[src/hdl/fsp_map.svh]
// Purpose: Offsets, fields, codes and timing counts of the flash status and lock controller
// Assumes: 32-bit APB data, one aligned word per register
// Notes: Host side; the flash itself is outside
`ifndef FSP_MAP_SVH
`define FSP_MAP_SVH
`define FSP_OFF_CTRL 12'h000
`define FSP_OFF_ADDR 12'h004
`define FSP_OFF_WDATA 12'h008
`define FSP_OFF_STAT 12'h00C
`define FSP_OFF_RDATA 12'h010
`define FSP_OFF_LOCK 12'h014
`define FSP_OP_READ 3'h0
`define FSP_OP_WRITE 3'h1
`define FSP_OP_POLL 3'h2
`define FSP_OP_LOCKPGM 3'h3
`define FSP_OP_PROTRD 3'h4
`define FSP_BIT_POLL 7
`define FSP_BIT_TOGGLE 6
`define FSP_BIT_ERROR 5
`define FSP_BIT_ETIMER 3
`define FSP_BIT_ALTTOG 2
`define FSP_BIT_ABORT 1
`define FSP_LOCK_RSVD_MASK 16'hFFE8
`define FSP_LOCK_BOOT 4
`define FSP_LOCK_PWD 2
`define FSP_LOCK_NVM 1
`define FSP_LOCK_EXT 0
`define FSP_PROT_YES 16'h0001
`define FSP_PROT_NO 16'h0000
`define FSP_RESET_CMD 16'h00F0
`define FSP_STROBE_NS 70
`define FSP_CLK_NS 10
`define FSP_STROBE_CYC 4'((`FSP_STROBE_NS + `FSP_CLK_NS - 1) / `FSP_CLK_NS)
`endif

[src/hdl/fsp_pkg.sv]
// Purpose: Types of the flash status and lock controller
// Assumes: Included map header holds all numbers
// Notes: None
package fsp_pkg;
	typedef enum logic [5:0] {
		FSP_IDLE = 6'b00_0001,
		FSP_WR = 6'b00_0010,
		FSP_RD = 6'b00_0100,
		FSP_RECOV = 6'b00_1000,
		FSP_DONE = 6'b01_0000,
		FSP_GAP = 6'b10_0000
	} fsp_state_t;
	typedef struct packed {
		logic [22:0] addr;
		logic [15:0] dOut;
		logic dOe;
		logic ceB;
		logic oeB;
		logic weB;
	} fsp_bus_t;
	typedef struct packed {
		fsp_state_t state;
		fsp_bus_t bus;
		logic [3:0] cnt;
		logic [2:0] op;
		logic [22:0] addr;
		logic [15:0] wdata;
		logic [15:0] rdata;
		logic [15:0] lastPoll;
		logic busy;
		logic fail;
		logic abort;
		logic needReset;
		logic pollDone;
		logic protectedBlk;
		logic protValid;
		logic [31:0] prdata;
		logic pready;
	} fsp_regs_t;
endpackage

[src/hdl/fsp_host.sv]
// Purpose: Host controller that drives a parallel NOR flash, polls its status and programs its lock word
// Assumes: APB command port; flash pins asynchronous, data inputs passed through two flip-flops
// Notes: One bus cycle per command; software sequences multi-cycle commands
`timescale 1ns/1ns
`default_nettype none
`include "fsp_map.svh"
module fsp_host
	import fsp_pkg::*;
(
	input wire logic clk,
	input wire logic rst_b,
	input wire logic psel,
	input wire logic penable,
	input wire logic pwrite,
	input wire logic [11:0] paddr,
	input wire logic [31:0] pwdata,
	output logic [31:0] prdata,
	output logic pready,
	output logic pslverr,
	output logic [22:0] flashAddr,
	output logic [15:0] flashDqOut,
	output logic flashDqOe,
	input wire logic [15:0] flashDqIn,
	output logic flashCe_b,
	output logic flashOe_b,
	output logic flashWe_b,
	input wire logic readyBusyIn
);
	fsp_regs_t r, next_r;
	logic [15:0] dqMeta, dqSync;
	logic rbMeta, rbSync;

	// Pins are asynchronous to clk
	always_ff @(posedge clk or negedge rst_b) begin
		if (!rst_b) begin
			dqMeta <= 16'h0000;
			dqSync <= 16'h0000;
			rbMeta <= 1'b1;
			rbSync <= 1'b1;
		end else begin
			dqMeta <= flashDqIn;
			dqSync <= dqMeta;
			rbMeta <= readyBusyIn;
			rbSync <= rbMeta;
		end
	end

	// Lock word as sent: reserved bits forced high
	function automatic logic [15:0] lockWord(input logic [15:0] req);
		lockWord = req | `FSP_LOCK_RSVD_MASK;
	endfunction

	// A request that would clear both mode bits is refused
	function automatic logic lockLegal(input logic [15:0] req);
		lockLegal = req[`FSP_LOCK_PWD] | req[`FSP_LOCK_NVM];
	endfunction

	logic apbWr, apbRd, cmdStart, lockOk, forcedReset;
	always_comb begin
		next_r = r;
		next_r.pready = 1'b0;
		// Writes land on the edge that completes the transfer
		apbWr = psel & penable & pwrite & r.pready;
		apbRd = psel & penable & ~pwrite & ~r.pready;
		// Legality judged on the word software loaded, not on the command code
		lockOk = lockLegal(r.wdata);
		cmdStart = apbWr && paddr == `FSP_OFF_CTRL && r.state == FSP_IDLE;
		// After a failure, the next command other than a read or poll is replaced by the reset command
		forcedReset = r.needReset && pwdata[2:0] != `FSP_OP_READ && pwdata[2:0] != `FSP_OP_POLL;
		if (psel & penable & ~r.pready) begin
			next_r.pready = 1'b1;
			next_r.prdata = 32'h0000_0000;
		end
		if (apbWr) begin
			unique case (paddr)
				`FSP_OFF_ADDR: next_r.addr = pwdata[22:0];
				`FSP_OFF_WDATA: next_r.wdata = pwdata[15:0];
				default: ;
			endcase
		end
		if (apbRd) begin
			unique case (paddr)
				`FSP_OFF_STAT: next_r.prdata = {24'h00_0000, r.protValid, r.protectedBlk, r.needReset,
					r.pollDone, r.abort, r.fail, r.busy, rbSync};
				`FSP_OFF_RDATA: next_r.prdata = {16'h0000, r.rdata};
				`FSP_OFF_ADDR: next_r.prdata = {9'h000, r.addr};
				`FSP_OFF_WDATA: next_r.prdata = {16'h0000, r.wdata};
				default: next_r.prdata = 32'h0000_0000;
			endcase
		end
		// A pending reset goes out even when the request itself is refused
		if (cmdStart && (forcedReset || pwdata[2:0] != `FSP_OP_LOCKPGM || lockOk)) begin
			next_r.op = pwdata[2:0];
			next_r.busy = 1'b1;
			next_r.cnt = `FSP_STROBE_CYC;
			// Polls go to the address software loaded: the programmed word or the erasing block
			next_r.bus.addr = r.addr;
			next_r.bus.ceB = 1'b0;
			if (forcedReset) begin
				next_r.op = `FSP_OP_WRITE;
				next_r.bus.dOut = `FSP_RESET_CMD;
				next_r.needReset = 1'b0;
				next_r.state = FSP_WR;
				next_r.bus.weB = 1'b0;
				next_r.bus.dOe = 1'b1;
			end else if (pwdata[2:0] == `FSP_OP_WRITE || pwdata[2:0] == `FSP_OP_LOCKPGM) begin
				next_r.bus.dOut = (pwdata[2:0] == `FSP_OP_LOCKPGM) ? lockWord(r.wdata) : r.wdata;
				next_r.state = FSP_WR;
				next_r.bus.weB = 1'b0;
				next_r.bus.dOe = 1'b1;
			end else begin
				next_r.state = FSP_RD;
				next_r.bus.oeB = 1'b0;
			end
		end
		if (r.state != FSP_IDLE || !cmdStart) begin
			unique case (r.state)
				FSP_IDLE: ;
				FSP_WR: begin
					next_r.cnt = 4'(r.cnt - 4'h1);
					if (r.cnt == 4'h1) begin
						next_r.bus.weB = 1'b1;
						next_r.state = FSP_RECOV;
					end
				end
				FSP_RD: begin
					next_r.cnt = 4'(r.cnt - 4'h1);
					if (r.cnt == 4'h1) begin
						next_r.bus.oeB = 1'b1;
						next_r.rdata = dqSync;
						next_r.state = FSP_DONE;
					end
				end
				FSP_RECOV: begin
					next_r.bus.dOe = 1'b0;
					next_r.bus.ceB = 1'b1;
					next_r.state = FSP_GAP;
				end
				FSP_DONE: begin
					next_r.bus.ceB = 1'b1;
					if (r.op == `FSP_OP_POLL) begin
						// Only bits 7, 6, 5 and 1 are judged; others vary per operation
						next_r.lastPoll = r.rdata;
						// Done when bit 6 stops toggling and bit 7 equals the expected data
						next_r.pollDone = r.rdata[`FSP_BIT_TOGGLE] == r.lastPoll[`FSP_BIT_TOGGLE] &&
							r.rdata[`FSP_BIT_POLL] == r.wdata[`FSP_BIT_POLL];
						// Bit 5 sets the failure flag and bit 1 the abort flag; either one needs a reset
						next_r.fail = r.rdata[`FSP_BIT_ERROR];
						next_r.abort = r.rdata[`FSP_BIT_ABORT];
						if (r.rdata[`FSP_BIT_ERROR] | r.rdata[`FSP_BIT_ABORT]) begin
							next_r.needReset = 1'b1;
						end
					end
					if (r.op == `FSP_OP_PROTRD) begin
						next_r.protectedBlk = r.rdata == `FSP_PROT_YES;
						next_r.protValid = r.rdata == `FSP_PROT_YES || r.rdata == `FSP_PROT_NO;
					end
					next_r.state = FSP_GAP;
				end
				FSP_GAP: begin
					next_r.busy = 1'b0;
					next_r.state = FSP_IDLE;
				end
				default: next_r.state = FSP_IDLE;
			endcase
		end
	end

	always_ff @(posedge clk or negedge rst_b) begin
		if (!rst_b) begin
			r <= '{state: FSP_IDLE, bus: '{addr: 23'h00_0000, dOut: 16'h0000, dOe: 1'b0, ceB: 1'b1,
				oeB: 1'b1, weB: 1'b1}, cnt: 4'h0, op: 3'h0, addr: 23'h00_0000, wdata: 16'h0000,
				rdata: 16'h0000, lastPoll: 16'h0000, busy: 1'b0, fail: 1'b0, abort: 1'b0,
				needReset: 1'b0, pollDone: 1'b0, protectedBlk: 1'b0, protValid: 1'b0,
				prdata: 32'h0000_0000, pready: 1'b0};
		end else begin
			r <= next_r;
		end
	end

	assign prdata = r.prdata;
	assign pready = r.pready;
	assign pslverr = 1'b0;
	assign flashAddr = r.bus.addr;
	assign flashDqOut = r.bus.dOut;
	assign flashDqOe = r.bus.dOe;
	assign flashCe_b = r.bus.ceB;
	assign flashOe_b = r.bus.oeB;
	assign flashWe_b = r.bus.weB;
endmodule
`default_nettype wire

[config.mk]
export PLATFORM = sky130hd
export DESIGN_NAME = fsp_host
export DESIGN_NICKNAME = d
export VERILOG_FILES = /design/src/hdl/fsp_pkg.sv /design/src/hdl/fsp_host.sv
export VERILOG_INCLUDE_DIRS = /design/src /design/src/hdl
export SDC_FILE = /design/constraint.sdc
export NUM_CORES = 1
export LEC_CHECK = 0
export BUFFER_PORTS_ARGS = -buffer_cell sky130_fd_sc_hd__buf_2
export CAP_MARGIN = 40
export CORE_MARGIN = 3
export CORE_UTILIZATION = 39
export DETAILED_ROUTE_END_ITERATION = 12
export SLEW_MARGIN = 20
export SYNTH_ARGS = -nofsm -noshare
export SYNTH_HDL_FRONTEND = slang
export SYNTH_SLANG_ARGS = --single-unit
[constraint.sdc]
create_clock -name clk -period 4.8 [get_ports clk]
set_input_delay 0.48 -clock clk [delete_from_list [all_inputs] [get_ports clk]]
set_output_delay 0.48 -clock clk [all_outputs]
set_load 0.01 [all_outputs]
==> results.json <==
{
  "r2r_slack_ns": 2.27,
  "core_um2": 19000,
  "ant_nets": 0,
  "dr_wl_met2_um": 8460,
  "slew_violations": 0,
  "min_period_ns": 2.60,
  "critical_path_class": "in -> reg",
  "required_ns": 5.11,
  "final_common_cell": "dfrtp_1",
  "cts_buffers": 17,
  "path_max_fanout": 15,
  "layout_worst_path_cycle_share": 0.542,
  "layout_common_cells": "dfrtp_1 (171), buf_2 (123), mux2_2 (81), mux2i_1 (21)",
  "ys.flop_type": "dfrtp_1",
  "grt_setup_unrepaired": "no",
  "cts.sinks": 177,
  "maxCapViolCount": 0,
  "gr-total-overflow": 0,
  "power_per_cell_area_nw_per_um2": 344,
  "p_leak_nw": 4.31,
  "worstSetupStartpointType": "input port",
  "cts_htree_levels": 4,
  "seq_area_frac_synth": 0.579,
  "clockBufferDepth": 2,
  "drc_errors": 0,
  "placed_area_um2": 8080,
  "start_util": 0.403,
  "r2r-start": "r[163]",
  "num-fill-cells": 1762,
  "grt_max_degree": 86,
  "peakVddDrop_mv": 0.242,
  "dp_hpwl_um": 12700,
  "cts_resized": 0,
  "clockRootBuffer": "clkbuf_16",
  "grt_pass1_vias": 4993,
  "rows": 50,
  "synth_cell_types": 61,
  "r2r_cells": 4,
  "slew_headroom": 0.472,
  "crit_start": "paddr[3]",
  "antenna_found_initial": 0,
  "worst_slew_pin_slew_ns": 0.788,
  "nets": 724,
  "clkLatencyLatePin_ns": 0.43,
  "wl_per_cell_um": 19.0,
  "async_flop_share": 1.00,
  "synthCells": 588,
  "antenna_cells": 0,
  "stdcell_area_um2": 8710,
  "grt_pass1_wl_um": 28600,
  "cts_tree": "built",
  "synth_seq_cells": 177,
  "cp-end-kind": "flop",
  "regArea_um2": 4440,
  "yosysWarnings": 0,
  "syn_avg_cell_area_um2": 13.0,
  "synth_area_leaders": "dfrtp_1 (56%), mux2_2 (12%), buf_4 (7.3%)",
  "die_y_um": 146,
  "crit_end": "r[98]",
  "vias_per_cell": 5.02,
  "wl_met3_um": 766,
  "min_path_type": "in -> reg",
  "synth_top_area_share": 0.559,
  "drive_above_1_share": 0.397,
  "reg2reg_to": "flashDqOut[5]",
  "synth_area_um2": 7660,
  "hold_viol": 0,
  "routed_wl_um": 17600,
  "skew_ns": 0.0120,
  "yosysTopAreaCell": "dfrtp_1",
  "num_io_pins": 143,
  "multi_input_area_um2": 2540,
  "drtPass1Iterations": 5,
  "grt_usage": 0.171,
  "design.die.area_um2": 21400,
  "wl_met1_um": 8120,
  "setup-tns-final_ns": 0,
  "top_layer": "met4",
  "final-setup-viol-count": 0,
  "cp.arrival_ns": 2.91,
  "area_delta_synth_final_pct": 13.7,
  "clkTransAtPathRegs_ns": 0.07,
  "status": "completed",
  "dr.first_iter.drc_count": 310,
  "dr_total_vias": 4654,
  "fmax_mhz": 384,
  "io_buffer_count": 123,
  "gp_congestion": 0.827,
  "synth_edf_count": 0,
  "die_w_um": 146
}
-- metrics by stage --
stage               std cells  utilization  total power, W  setup WS, ns  hold slack, ns
finish                    927        0.458         0.00299          2.20           0.149
global route              927        0.458         0.00310          2.03           0.136
CTS                       924        0.456         0.00303          2.09           0.131
detailed placement        894        0.425         0.00163          1.63           0.336
global placement          891        0.424         0.00163          1.60           0.337
floorplan                 597            -         0.00157          2.23           0.184
-- layer usage --
| layer | global-route usage | vias to the layer above |
|---|---|---|
| li1 | - | 2153 |
| met4 | 0.0569 | 0 |
| met3 | 0.0304 | 15 |
| met5 | 0 | - |
| met1 | 0.239 | 2364 |
| met2 | 0.273 | 122 |
-- worst max-delay path, cell delays in order --
cell and delay, ns:
buf_2 0.22, nor2b_1 0.64, nand2_1 0.18, nor3_2 0.63, buf_4 0.37, mux2_2 0.37
-- sequential cells by signal, indices dropped and copies added, names as in the netlist --
register	cells
prdata	23
flashAddr	23
rbMeta	1
flashOe_b	1
flashDqOut	16
flashCe_b	1
dqSync	16
r	76
flashDqOe	1
rbSync	1
pready	1
dqMeta	16
flashWe_b	1
-- synth_stat cells (all sizes together) (7+ instances only) --
library cell	instances
nand2	17
o2bb2ai	8
mux2	81
dfrtp	171
clkbuf	14
a22o	7
o21ai	16
a32o	8
nor3	7
nor4	9
and2	19
mux2i	21
inv	19
a221o	16
nor2	15
buf	83
-- how the worst min path moves through the flow --
| stage | from | to | cells after the start |
|---|---|---|---|
| after global placement | dqMeta[13] | dqSync[13] | 0 |
| final | readyBusyIn | rbMeta | 1 |
| after floorplan | rst_b | dqMeta[0] | 0 |
| after detailed placement | dqMeta[12] | dqSync[12] | 0 |
| after CTS | readyBusyIn | rbMeta | 1 |
| after global routing | readyBusyIn | rbMeta | 1 |
-- power by group --
group / total, W / switching, W / internal (W)
clock: 0.00138 / 0.000556 / 0.000828
sequential: 0.00151 / 0.00000452 / 0.00151
combinational: 0.0000943 / 0.0000651 / 0.0000292
-- cells by family after synthesis --
family                     share of synthesized area
AOI/OAI and AO/OA                             0.0818
xor gates and xnor gates                     0.00686
adders and majority gates                    0.00327
buffers and inverters                         0.0962
DFF                                            0.579
muxes                                          0.146
other                                       0.000489
and+or+nand+nor                               0.0857
-- area by class of cell --
class                      count  area share
sequential                   177       0.510
multi-input combinational    304       0.292
timing repair buffer         137      0.0859
clock buffer                  21      0.0517
tap                          260      0.0374
clock inverter                 9      0.0152
inverter                      19     0.00819
-- repair_timing --
action,CTS,global route
hold buffers,0,1
hold endpoints to repair,0,4
setup buffers,0,0
(Power assumes the default switching activity.)
